$ cat src/design/carrier_timer_pkg.sv
package carrier_timer_pkg;
  // Register indices; byte address is four times the index.
  localparam logic [7:0] IDX_CTRL8 = 8'h00;
  localparam logic [7:0] IDX_SHARED = 8'h01;
  localparam logic [7:0] IDX_CTRL16 = 8'h02;
  localparam logic [7:0] IDX_LOW8 = 8'h04;
  localparam logic [7:0] IDX_HIGH8 = 8'h05;
  localparam logic [7:0] IDX_LOW16 = 8'h06;
  localparam logic [7:0] IDX_HIGH16 = 8'h07;
  localparam logic [7:0] IDX_RCAP = 8'h08;
  localparam logic [7:0] IDX_FCAP = 8'h09;
  localparam logic [7:0] IDX_CAP16 = 8'h0A;
  // Control bit positions, shared by both counter control registers except B_PRE and B_ROUTE, which only the narrow one has.
  localparam int B_RUN = 7;
  localparam int B_ONESHOT = 6;
  localparam int B_TOUT = 5;
  localparam int B_PRE = 3;
  localparam int B_CAPMASK = 2;
  localparam int B_TOMASK = 1;
  localparam int B_ROUTE = 0;
  // Shared control bit positions.
  localparam int B_DEMOD = 6;
  localparam int B_EDGE = 4;
  localparam int B_PP = 2;
  localparam int B_LVL8 = 1;
  localparam int B_LVL16 = 0;
  localparam logic [1:0] EDGE_RISE = 2'h1;
  localparam logic [1:0] EDGE_FALL = 2'h2;
  localparam logic [1:0] EDGE_BOTH = 2'h3;
  localparam logic [7:0] ONES8 = 8'hFF;
  localparam logic [15:0] ONES16 = 16'hFFFF;
  localparam int PRE_WIDTH = 3;
  typedef enum logic [2:0] {
    ST_IDLE = 3'b001,
    ST_ARMED = 3'b010,
    ST_COUNT = 3'b100
  } count_state_e;
endpackage

$ cat src/design/carrier_timer_pair.sv
// The AHB-Lite interface to the registers is this design's own decision.
`timescale 1ns/1ps
module carrier_timer_pair (
  input wire logic core_clk, // System clock, 125 MHz.
  input wire logic srst, // Power-on reset, synchronous, active high.
  input wire logic stop_recover, // Stop-mode recovery, one-cycle pulse.
  input wire logic hsel, // AHB slave select.
  input wire logic [31:0] haddr, // AHB address.
  input wire logic [1:0] htrans, // AHB transfer type.
  input wire logic hwrite, // AHB write.
  input wire logic [2:0] hsize, // AHB size, word only.
  input wire logic [31:0] hwdata, // AHB write data.
  input wire logic hready, // AHB bus ready.
  output logic hreadyout, // Never stalls.
  output logic hresp, // Always OKAY.
  output logic [31:0] hrdata, // AHB read data.
  input wire logic carrier_in, // Carrier edge input.
  input wire logic port_out_value, // Plain port output value.
  output logic counter8_output_pin, // Pin shared with port output.
  output logic counter16_output, // Wide counter output.
  output logic counter8_irq, // Narrow counter interrupt pulse.
  output logic counter16_irq // Wide counter interrupt pulse.
);
  // ----------------------------------------------------------------
  // Bus slave
  // ----------------------------------------------------------------
  logic wr_pend;
  logic [7:0] wr_idx;
  logic [7:0] rd_val;
  logic [15:0] rd_wide;
  logic acc;
  logic wr_ctrl8, wr_shared, wr_ctrl16;

  assign hreadyout = 1'b1;
  assign hresp = 1'b0;
  assign acc = hsel && htrans[1] && hready && (hsize == 3'h2);

  always_ff @(posedge core_clk) begin
    if (srst) begin
      wr_pend <= 1'b0;
      wr_idx <= 8'h00;
    end else if (hready) begin
      wr_pend <= acc && hwrite;
      wr_idx <= haddr[9:2];
    end
  end

  assign wr_ctrl8 = wr_pend && (wr_idx == carrier_timer_pkg::IDX_CTRL8);
  assign wr_shared = wr_pend && (wr_idx == carrier_timer_pkg::IDX_SHARED);
  assign wr_ctrl16 = wr_pend && (wr_idx == carrier_timer_pkg::IDX_CTRL16);

  // ----------------------------------------------------------------
  // Registers
  // ----------------------------------------------------------------
  logic run8, oneshot8, tout8, capmask8, tomask8, route8;
  logic run16, mode16, tout16, capmask16, tomask16;
  logic [1:0] pre_sel, edge_sel, pp_sel;
  logic demod, lvl8, lvl16, rflag, fflag;
  logic [7:0] low8, high8, low16, high16, rcap, fcap;
  logic [15:0] cap16;
  logic clr_tout8, clr_tout16, clr_rflag, clr_fflag;
  logic tick, rise_ev, fall_ev, qual_ev, pp_on;
  logic t8_term, t16_term, cap8_ev, cap16_ev;
  logic pp_to16, pp_to8, stop8, stop16;
  logic mode16_rise;
  carrier_timer_pkg::count_state_e st8, st16;
  logic [7:0] cnt8;
  logic [15:0] cnt16;
  logic out8, out16, recap_arm;

  assign pp_on = (pp_sel != 2'h0) && !demod;
  assign mode16_rise = wr_ctrl16 && hwdata[carrier_timer_pkg::B_ONESHOT] && !mode16;

  // Fields that a stop-mode recovery leaves alone.
  always_ff @(posedge core_clk) begin
    if (srst) begin
      pre_sel <= 2'h0;
      capmask8 <= 1'b0;
      tomask8 <= 1'b0;
    end else if (wr_ctrl8) begin
      pre_sel <= hwdata[carrier_timer_pkg::B_PRE +: 2];
      capmask8 <= hwdata[carrier_timer_pkg::B_CAPMASK];
      tomask8 <= hwdata[carrier_timer_pkg::B_TOMASK];
    end
  end

  // Fields that a stop-mode recovery clears.
  always_ff @(posedge core_clk) begin
    if (srst || stop_recover) begin
      oneshot8 <= 1'b0;
      route8 <= 1'b0;
    end else if (wr_ctrl8) begin
      oneshot8 <= hwdata[carrier_timer_pkg::B_ONESHOT];
      route8 <= hwdata[carrier_timer_pkg::B_ROUTE];
    end
  end

  // Run bits: hardware hands over between counters in ping-pong.
  always_ff @(posedge core_clk) begin
    if (srst || stop_recover) begin
      run8 <= 1'b0;
      run16 <= 1'b0;
    end else begin
      if (wr_ctrl8) begin
        run8 <= hwdata[carrier_timer_pkg::B_RUN];
      end else if (pp_to16 || stop8) begin
        run8 <= 1'b0;
      end else if (pp_to8) begin
        run8 <= 1'b1;
      end
      if (wr_ctrl16) begin
        run16 <= hwdata[carrier_timer_pkg::B_RUN];
      end else if (pp_to8 || stop16) begin
        run16 <= 1'b0;
      end else if (pp_to16) begin
        run16 <= 1'b1;
      end
    end
  end

  always_ff @(posedge core_clk) begin
    if (srst) begin
      mode16 <= 1'b0;
      capmask16 <= 1'b0;
      tomask16 <= 1'b0;
      demod <= 1'b0;
      edge_sel <= 2'h0;
      pp_sel <= 2'h0;
      lvl8 <= 1'b0;
      lvl16 <= 1'b0;
    end else begin
      if (wr_ctrl16) begin
        mode16 <= hwdata[carrier_timer_pkg::B_ONESHOT];
        capmask16 <= hwdata[carrier_timer_pkg::B_CAPMASK];
        tomask16 <= hwdata[carrier_timer_pkg::B_TOMASK];
      end
      if (wr_shared) begin
        demod <= hwdata[carrier_timer_pkg::B_DEMOD];
        edge_sel <= hwdata[carrier_timer_pkg::B_EDGE +: 2];
        pp_sel <= hwdata[carrier_timer_pkg::B_PP +: 2];
        lvl8 <= hwdata[carrier_timer_pkg::B_LVL8];
        lvl16 <= hwdata[carrier_timer_pkg::B_LVL16];
      end
    end
  end

  always_ff @(posedge core_clk) begin
    if (srst) begin
      low8 <= 8'h00;
      high8 <= 8'h00;
      low16 <= 8'h00;
      high16 <= 8'h00;
    end else if (wr_pend) begin
      if (wr_idx == carrier_timer_pkg::IDX_LOW8) low8 <= hwdata[7:0];
      if (wr_idx == carrier_timer_pkg::IDX_HIGH8) high8 <= hwdata[7:0];
      if (wr_idx == carrier_timer_pkg::IDX_LOW16) low16 <= hwdata[7:0];
      if (wr_idx == carrier_timer_pkg::IDX_HIGH16) high16 <= hwdata[7:0];
    end
  end

  // ----------------------------------------------------------------
  // Status flags
  // ----------------------------------------------------------------
  // A write of one only requests the clear; it lands on the next tick,
  // so a stop and a clear in one write would race the counter.
  always_ff @(posedge core_clk) begin
    if (srst) begin
      clr_tout8 <= 1'b0;
      clr_tout16 <= 1'b0;
      clr_rflag <= 1'b0;
      clr_fflag <= 1'b0;
    end else begin
      clr_tout8 <= (clr_tout8 && !tick) || (wr_ctrl8 && hwdata[carrier_timer_pkg::B_TOUT]);
      clr_tout16 <= (clr_tout16 && !tick) || (wr_ctrl16 && hwdata[carrier_timer_pkg::B_TOUT]);
      clr_rflag <= (clr_rflag && !tick) || (wr_shared && hwdata[carrier_timer_pkg::B_LVL8]);
      clr_fflag <= (clr_fflag && !tick) || (wr_shared && hwdata[carrier_timer_pkg::B_LVL16]);
    end
  end

  // Hardware set wins over a clear landing in the same cycle.
  always_ff @(posedge core_clk) begin
    if (srst) begin
      tout8 <= 1'b0;
      tout16 <= 1'b0;
      rflag <= 1'b0;
      fflag <= 1'b0;
    end else begin
      tout8 <= t8_term || (tout8 && !(clr_tout8 && tick));
      tout16 <= t16_term || (tout16 && !(clr_tout16 && tick));
      rflag <= (cap8_ev && rise_ev) || (rflag && !(clr_rflag && tick));
      fflag <= (cap8_ev && fall_ev) || (fflag && !(clr_fflag && tick));
    end
  end

  always_ff @(posedge core_clk) begin
    if (srst) begin
      counter8_irq <= 1'b0;
      counter16_irq <= 1'b0;
    end else begin
      counter8_irq <= (cap8_ev && capmask8) || (t8_term && tomask8);
      counter16_irq <= (cap16_ev && capmask16) || (t16_term && tomask16);
    end
  end

  // ----------------------------------------------------------------
  // Timebase and edges
  // ----------------------------------------------------------------
  prescale_divider #(.WIDTH(carrier_timer_pkg::PRE_WIDTH)) u_div (
    .core_clk(core_clk),
    .srst(srst),
    .sel(pre_sel),
    .tick(tick)
  );

  edge_qualifier u_edge (
    .core_clk(core_clk),
    .srst(srst),
    .sig(carrier_in),
    .sel(edge_sel),
    .rise(rise_ev),
    .fall(fall_ev),
    .qual(qual_ev)
  );

  // ----------------------------------------------------------------
  // Narrow counter
  // ----------------------------------------------------------------
  assign t8_term = tick && (st8 == carrier_timer_pkg::ST_COUNT) && run8 && (cnt8 == 8'h00);
  assign cap8_ev = demod && run8 && (st8 == carrier_timer_pkg::ST_COUNT) && qual_ev;
  assign pp_to16 = t8_term && pp_on;
  assign stop8 = t8_term && !demod && !pp_on && oneshot8;

  always_ff @(posedge core_clk) begin
    if (srst) begin
      st8 <= carrier_timer_pkg::ST_IDLE;
      cnt8 <= 8'h00;
      out8 <= 1'b0;
      rcap <= 8'h00;
      fcap <= 8'h00;
    end else begin
      case (st8)
        carrier_timer_pkg::ST_IDLE: begin
          if (run8 && demod) begin
            st8 <= carrier_timer_pkg::ST_ARMED;
          end else if (run8 && tick) begin
            out8 <= lvl8;
            cnt8 <= lvl8 ? high8 : low8;
            st8 <= carrier_timer_pkg::ST_COUNT;
          end
        end
        carrier_timer_pkg::ST_ARMED: begin
          if (!run8) begin
            st8 <= carrier_timer_pkg::ST_IDLE;
          end else if (qual_ev) begin
            cnt8 <= carrier_timer_pkg::ONES8;
            st8 <= carrier_timer_pkg::ST_COUNT;
          end
        end
        carrier_timer_pkg::ST_COUNT: begin
          if (cap8_ev && run8) begin
            if (rise_ev) rcap <= ~cnt8;
            else fcap <= ~cnt8;
            cnt8 <= carrier_timer_pkg::ONES8;
          end else if (tick) begin
            if (!run8) begin
              st8 <= carrier_timer_pkg::ST_IDLE;
            end else if (cnt8 != 8'h00) begin
              cnt8 <= cnt8 - 8'h01;
            end else if (demod) begin
              cnt8 <= carrier_timer_pkg::ONES8;
            end else if (pp_on || oneshot8) begin
              st8 <= carrier_timer_pkg::ST_IDLE;
            end else begin
              out8 <= ~out8;
              cnt8 <= out8 ? low8 : high8;
            end
          end
        end
        default: st8 <= carrier_timer_pkg::ST_IDLE;
      endcase
    end
  end

  // ----------------------------------------------------------------
  // Wide counter
  // ----------------------------------------------------------------
  assign t16_term = tick && (st16 == carrier_timer_pkg::ST_COUNT) && run16 && (cnt16 == 16'h0000);
  assign pp_to8 = t16_term && pp_on;
  assign stop16 = t16_term && !demod && !pp_on && mode16;
  assign cap16_ev = demod && (st16 == carrier_timer_pkg::ST_COUNT) && run16 &&
                    ((qual_ev && (!mode16 || recap_arm)) || (mode16 && t8_term));

  always_ff @(posedge core_clk) begin
    if (srst) begin
      st16 <= carrier_timer_pkg::ST_IDLE;
      cnt16 <= 16'h0000;
      out16 <= 1'b0;
      cap16 <= 16'h0000;
      recap_arm <= 1'b0;
    end else begin
      if (mode16_rise) begin
        recap_arm <= 1'b1;
      end else if (cap16_ev && qual_ev) begin
        recap_arm <= 1'b0;
      end
      case (st16)
        carrier_timer_pkg::ST_IDLE: begin
          if (run16 && demod) begin
            st16 <= carrier_timer_pkg::ST_ARMED;
          end else if (run16 && tick) begin
            out16 <= lvl16;
            cnt16 <= {high16, low16};
            st16 <= carrier_timer_pkg::ST_COUNT;
          end
        end
        carrier_timer_pkg::ST_ARMED: begin
          if (!run16) begin
            st16 <= carrier_timer_pkg::ST_IDLE;
          end else if (qual_ev) begin
            cnt16 <= {high16, low16};
            recap_arm <= 1'b0;
            st16 <= carrier_timer_pkg::ST_COUNT;
          end
        end
        carrier_timer_pkg::ST_COUNT: begin
          if (cap16_ev && qual_ev) begin
            cap16 <= cnt16;
            cnt16 <= {high16, low16};
          end else begin
            if (cap16_ev) begin
              cap16 <= cnt16;
            end
            if (tick) begin
              if (!run16) begin
                st16 <= carrier_timer_pkg::ST_IDLE;
              end else if (cnt16 != 16'h0000) begin
                cnt16 <= cnt16 - 16'h0001;
              end else if (demod) begin
                cnt16 <= carrier_timer_pkg::ONES16;
              end else if (pp_on || mode16) begin
                st16 <= carrier_timer_pkg::ST_IDLE;
              end else begin
                out16 <= ~out16;
                cnt16 <= {high16, low16};
              end
            end
          end
        end
        default: st16 <= carrier_timer_pkg::ST_IDLE;
      endcase
    end
  end

  always_comb begin
    counter8_output_pin = route8 ? out8 : port_out_value;
    counter16_output = out16;
  end

  // ----------------------------------------------------------------
  // Read path
  // ----------------------------------------------------------------
  always_comb begin
    rd_val = 8'h00;
    rd_wide = 16'h0000;
    case (haddr[9:2])
      carrier_timer_pkg::IDX_CTRL8:
        rd_val = {run8, oneshot8, tout8, pre_sel, capmask8, tomask8, route8};
      carrier_timer_pkg::IDX_SHARED:
        rd_val = {1'b0, demod, edge_sel, pp_sel,
                  demod ? rflag : lvl8, demod ? fflag : lvl16};
      carrier_timer_pkg::IDX_CTRL16:
        rd_val = {run16, mode16, tout16, 2'h0, capmask16, tomask16, 1'b0};
      carrier_timer_pkg::IDX_LOW8: rd_val = low8;
      carrier_timer_pkg::IDX_HIGH8: rd_val = high8;
      carrier_timer_pkg::IDX_LOW16: rd_val = low16;
      carrier_timer_pkg::IDX_HIGH16: rd_val = high16;
      carrier_timer_pkg::IDX_RCAP: rd_val = rcap;
      carrier_timer_pkg::IDX_FCAP: rd_val = fcap;
      carrier_timer_pkg::IDX_CAP16: rd_wide = cap16;
      default: rd_val = 8'h00;
    endcase
  end

  // Unmapped offsets read zero; upper address bits are not decoded.
  always_ff @(posedge core_clk) begin
    if (srst) begin
      hrdata <= 32'h0000_0000;
    end else if (acc && !hwrite) begin
      hrdata <= {16'h0000, rd_wide | {8'h00, rd_val}};
    end
  end

  // ----------------------------------------------------------------
  // Checks
  // ----------------------------------------------------------------
  a_por_clears: assert property (@(posedge core_clk) srst |=>
    (!run8 && pre_sel == 2'h0 && !tout8 && !route8))
    else $error("Control not cleared by reset.");
  a_recover_keeps: assert property (@(posedge core_clk) disable iff (srst)
    (stop_recover && !wr_ctrl8) |=> (!run8 && pre_sel == $past(pre_sel) && !route8))
    else $error("Recovery handled control fields wrongly.");
  a_timeout_sets: assert property (@(posedge core_clk) disable iff (srst)
    t8_term |=> tout8)
    else $error("Timeout flag not set at zero.");
  a_flag_holds: assert property (@(posedge core_clk) disable iff (srst)
    (tout8 && !clr_tout8) |=> tout8)
    else $error("Timeout flag cleared without request.");
  a_first_edge: assert property (@(posedge core_clk) disable iff (srst)
    (st8 == carrier_timer_pkg::ST_ARMED && run8 && qual_ev) |=>
    (st8 == carrier_timer_pkg::ST_COUNT && cnt8 == 8'hFF))
    else $error("Counting did not start at first edge.");
  a_capture_cpl: assert property (@(posedge core_clk) disable iff (srst)
    (cap8_ev && run8 && rise_ev) |=> (rcap == ~$past(cnt8) && cnt8 == 8'hFF && rflag))
    else $error("Rising capture or reload wrong.");
  a_wide_wrap: assert property (@(posedge core_clk) disable iff (srst)
    (t16_term && demod && !cap16_ev) |=> (cnt16 == 16'hFFFF && tout16))
    else $error("Wide counter did not wrap.");
  a_hold_capture: assert property (@(posedge core_clk) disable iff (srst)
    (cap16_ev && !qual_ev) |=> (cap16 == $past(cnt16)))
    else $error("Wide capture on timeout wrong.");
  a_pp_handoff: assert property (@(posedge core_clk) disable iff (srst)
    (pp_to16 && !wr_ctrl8 && !wr_ctrl16 && !stop_recover) |=> (!run8 && run16))
    else $error("Ping-pong did not hand over.");
  a_pp_return: assert property (@(posedge core_clk) disable iff (srst)
    (pp_to8 && !wr_ctrl8 && !wr_ctrl16 && !stop_recover) |=> (run8 && !run16))
    else $error("Ping-pong did not hand back.");
endmodule

$ cat src/design/prescale_divider.sv
`timescale 1ns/1ps
module prescale_divider #(
  parameter int WIDTH = 3
) (
  input wire logic core_clk, // System clock.
  input wire logic srst, // Synchronous reset.
  input wire logic [1:0] sel, // Divide by 1, 2, 4 or 8.
  output logic tick // One-cycle counter enable.
);
  logic [WIDTH-1:0] div;
  logic [WIDTH-1:0] mask;

  always_ff @(posedge core_clk) begin
    if (srst) begin
      div <= '0;
    end else begin
      div <= div + 1'b1;
    end
  end

  // A tick whenever the selected low bits are all ones.
  always_comb begin
    mask = WIDTH'((1 << sel) - 1);
    tick = ((div & mask) == mask);
  end
endmodule

$ cat src/design/edge_qualifier.sv
`timescale 1ns/1ps
module edge_qualifier (
  input wire logic core_clk, // System clock.
  input wire logic srst, // Synchronous reset.
  input wire logic sig, // Carrier input, synchronous.
  input wire logic [1:0] sel, // Rising, falling or both.
  output logic rise, // Rising edge seen.
  output logic fall, // Falling edge seen.
  output logic qual // Edge of a selected polarity.
);
  logic prev;

  always_ff @(posedge core_clk) begin
    if (srst) begin
      prev <= 1'b0;
    end else begin
      prev <= sig;
    end
  end

  always_comb begin
    rise = sig & ~prev;
    fall = ~sig & prev;
    qual = (rise & sel[0]) | (fall & sel[1]);
  end
endmodule

$ cat config.mk
export PLATFORM = sky130hd
export DESIGN_NAME = carrier_timer_pair
export DESIGN_NICKNAME = d
export VERILOG_FILES = /design/src/design/carrier_timer_pkg.sv /design/src/design/carrier_timer_pair.sv /design/src/design/prescale_divider.sv /design/src/design/edge_qualifier.sv
export SDC_FILE = /design/constraint.sdc
export NUM_CORES = 1
export LEC_CHECK = 0
export ABC_AREA = 1
export BUFFER_PORTS_ARGS = -buffer_cell sky130_fd_sc_hd__buf_4
export CAP_MARGIN = 20
export CORE_UTILIZATION = 45
export CTS_CLUSTER_DIAMETER = 100
export CTS_CLUSTER_SIZE = 24
export DETAILED_ROUTE_END_ITERATION = 10
export GPL_TIMING_DRIVEN = 1
export HOLD_SLACK_MARGIN = 0.06
export PLACE_DENSITY = 0.69
export SYNTH_ARGS = -nofsm -noshare
export SYNTH_HDL_FRONTEND = slang
export SYNTH_SLANG_ARGS = --single-unit
$ cat constraint.sdc
create_clock -name core_clk -period 2.1 [get_ports core_clk]
set_input_delay 0.315 -clock core_clk [delete_from_list [all_inputs] [get_ports core_clk]]
set_output_delay 0.315 -clock core_clk [all_outputs]
set_load 0.01 [all_outputs]
==> metrics.txt <==
Post-Syn Area=0.008260 mm^2; 1st-pass router iterations=8; 1st-iter DRT viols=634; Reg clk slew, reported paths=0.07 ns; I/O pin cnt=115; Hold Startpoint=srst; final hold viol count=0; number of synthesis warnings=0; largest net degree at the start of global routing=37; Net Sw Frac=37.01%; Fmax=0.5057 GHz; die area=0.01890 mm^2; Min Hold Slack=0.09506 ns; CTS tree=done; Total Wirelength=24420 um; Yosys reg bits=154; Critical path origin=cnt8[0]; Top delay family on crit path=simple AND/OR/NAND/NOR gates; Initial Util=45.98%; clock net sink count=154; critical path cell sequence=inv_1, ha_1, nand3_4, nor2_8, nand4_2, nand2_2, nand3_4, buf_4, nand3_1, nand2_1, nor2_1, nor2_1; CTS Buf Count=17; Post-Syn Area per Cell=6.603 um^2; Slew @ Worst Pin=0.5522 ns; startpoint types=register; crit path DAT=2.31 ns; All-Layer GR Usage=27.02%; critical path endpoint category=register; post-DR wirelength/cell=15.69 um; FP Rows=49; Peak VDD IR=0.6665 mV; Post-Synthesis Cells=1251; Max-slew headroom=63.07%; share of layout cells above drive strength 1=13.63%; sequential element share of the synthesized area=37.32%; initial antenna violation count=0; clk_lat worst skew=0.43 ns; post-DP HPWL=18390 um; Critical Path Fanout Max=16; Max Slew Vio Count=0; vias per cell=5.321; sw power=0.003901 W; fin worst setup slack=0.1226 ns; layout overhead on the synthesized area=16.92%; failing checks=DRC; post-route ant nets=0; Post-Place Worst Slack=0.08116 ns; sequential power share=31.6%; die height=137.5 um; pwr dens=1091 mW/mm^2; critical path required time=2.43 ns; Core Footprint=0.01796 mm^2; Int Pwr=0.006638 W; slowest CP cell=dfxtp_1; fin crit period=1.977 ns; GP Congestion=0.9633; CP Class=register to register; postcts setup bufs=0; final worst path period share=94.16%; CTS Hold Bufs=0; WP buf/inv=2; setup TNS=0 ns; count of nets after finishing=1396; H-tree depth=4; I/O Buffers=47; status=finished with violations; worst hold path type=primary input to register; Worst R2R Setup Slack=0.12 ns; worst clock skew=0.007839 ns; first-pass GRT wire length=38660 um; Pleak=4.238 nW; Bufs on Longest Clock Path=2; DRC=4; chip width=137.5 um; unique cell type count in the Yosys netlist=48; setup violators final=0; clock share of power=33.1%; CTS root buffer=clkbuf_16; grt total ovfl=0; via count=8285; slowest cell delay on critical path=0.34 ns; Reg2Reg Launch Point=cnt8[0]; max_cap viols=0; ANT cells=0; vias in the first global route=7580; Logic pwr share=35.2%
[state kept, by name, summed over array words and instances, names as in the netlist, 2 cells and up]
signal	count
cap16	16
cnt16	16
cnt8	8
edge_sel	2
fcap	8
high16	8
high8	8
hrdata	16
low16	8
low8	8
pp_sel	2
pre_sel	2
rcap	8
st16	3
st8	3
u_div.div	3
wr_idx	8
[power by group through the flow]
stage / Combinational [W] / Clock [W] / Sequential, W
after floorplan: 0.00280 / 0 / 0.00334
after global placement: 0.00356 / 0 / 0.00339
after detailed placement: 0.00363 / 0 / 0.00339
after CTS: 0.00366 / 0.00353 / 0.00333
after global routing: 0.00425 / 0.00367 / 0.00336
final: 0.00371 / 0.00349 / 0.00333
[routing by layer]
metal,routed length (um),track usage (%)
met1,10830,35.69
met2,11130,42.71
met3,1705,5.666
met4,757,10.81
met5,0,0
[cells in the final DEF (no fill, tap or decap), drive strengths merged, types with 2 or more instances in the layout]
cell type    n
buf         92
conb        18
o2111ai      4
nand3       69
bufinv       5
a22oi        8
o211ai       2
xnor2        2
nor4         2
a211oi       8
nor2       174
clkinvlp     3
a31oi        3
inv        159
o21ai      156
a21oi      104
nand4       15
nand3b       3
dfxtp      154
xor2         4
o22ai       16
nand2      277
o21a         5
nor3        14
clkbuf      20
ha           4
[synthesized netlist by cell type (all sizes together)]
master	count	area (um^2)
o2111ai	4	35.03
o21bai	1	7.510
nand3b	3	22.52
o21ai	156	784.5
nand3	69	387.9
o221ai	1	8.760
a211oi	8	60.06
o211a	1	10.01
xnor2	2	17.52
a21boi	1	7.510
o31ai	1	7.510
or2	1	6.260
dfxtp	154	3083
a22oi	8	60.06
clkinv	1	3.750
inv	155	581.8
nor4	2	18.77
xor2	4	35.03
ha	4	50.05
clkbuf	21	78.83
nor2	174	723.2
buf	42	285.3
nand4	15	100.1
o21a	5	37.54
conb	2	7.510
o211ai	2	15.01
nor3	14	86.34
o22ai	16	100.1
a31oi	3	18.77
nand2	277	1100
a21oi	104	520.5
[per-stage QoR]
stage / utilization, % / total power, W / instances / instance area [um^2]
after floorplan: - / 0.006145 / 1267 / 8320
after global placement: 49.94 / 0.006956 / 1525 / 8971
after detailed placement: 49.94 / 0.007021 / 1525 / 8971
after CTS: 53.64 / 0.01052 / 1557 / 9635
after global routing: 53.76 / 0.01129 / 1557 / 9658
final: 53.76 / 0.01054 / 1557 / 9658
[repair_timing]
item                                    CTS  global route
resized for setup                         0             5
endpoints found under the setup margin    0            21
hold endpoints to repair                  0             0
[cell type report]
| type | instances | area (um^2) |
|---|---|---|
| Tap cell | 229 | 286.5 |
| Timing Repair Buffer | 92 | 728.2 |
| Multi-Input combinational cell | 894 | 4310 |
| Fill cell | 1736 | 8305 |
| Inverter | 156 | 585.6 |
| Clock inverter | 12 | 207.7 |
| Clock buffer | 20 | 456.7 |
| Sequential cell | 154 | 3083 |
[cell families (layout without fill, tap and decap cells)]
logic type,after synthesis,count (layout),synth area share (%)
DFF,154,154,37.32
adders and majority gates,4,4,0.6059
AOI/OAI and AO/OA,311,311,20.25
and+or+nand+nor,555,555,29.60
other,2,18,0.09092
xor gates and xnor gates,6,6,0.6362
buffers and inverters,219,280,11.50
[path summary, 6_finish.rpt]
path | end | cells after the start
setup / recovery | cnt16[13] | 12
hold / removal | hrdata[12] | 2
setup reg to reg | cnt16[13] | 12
hold reg to reg | cap16[6] | 2
No activity file was read; power rests on OpenSTA's default activity.
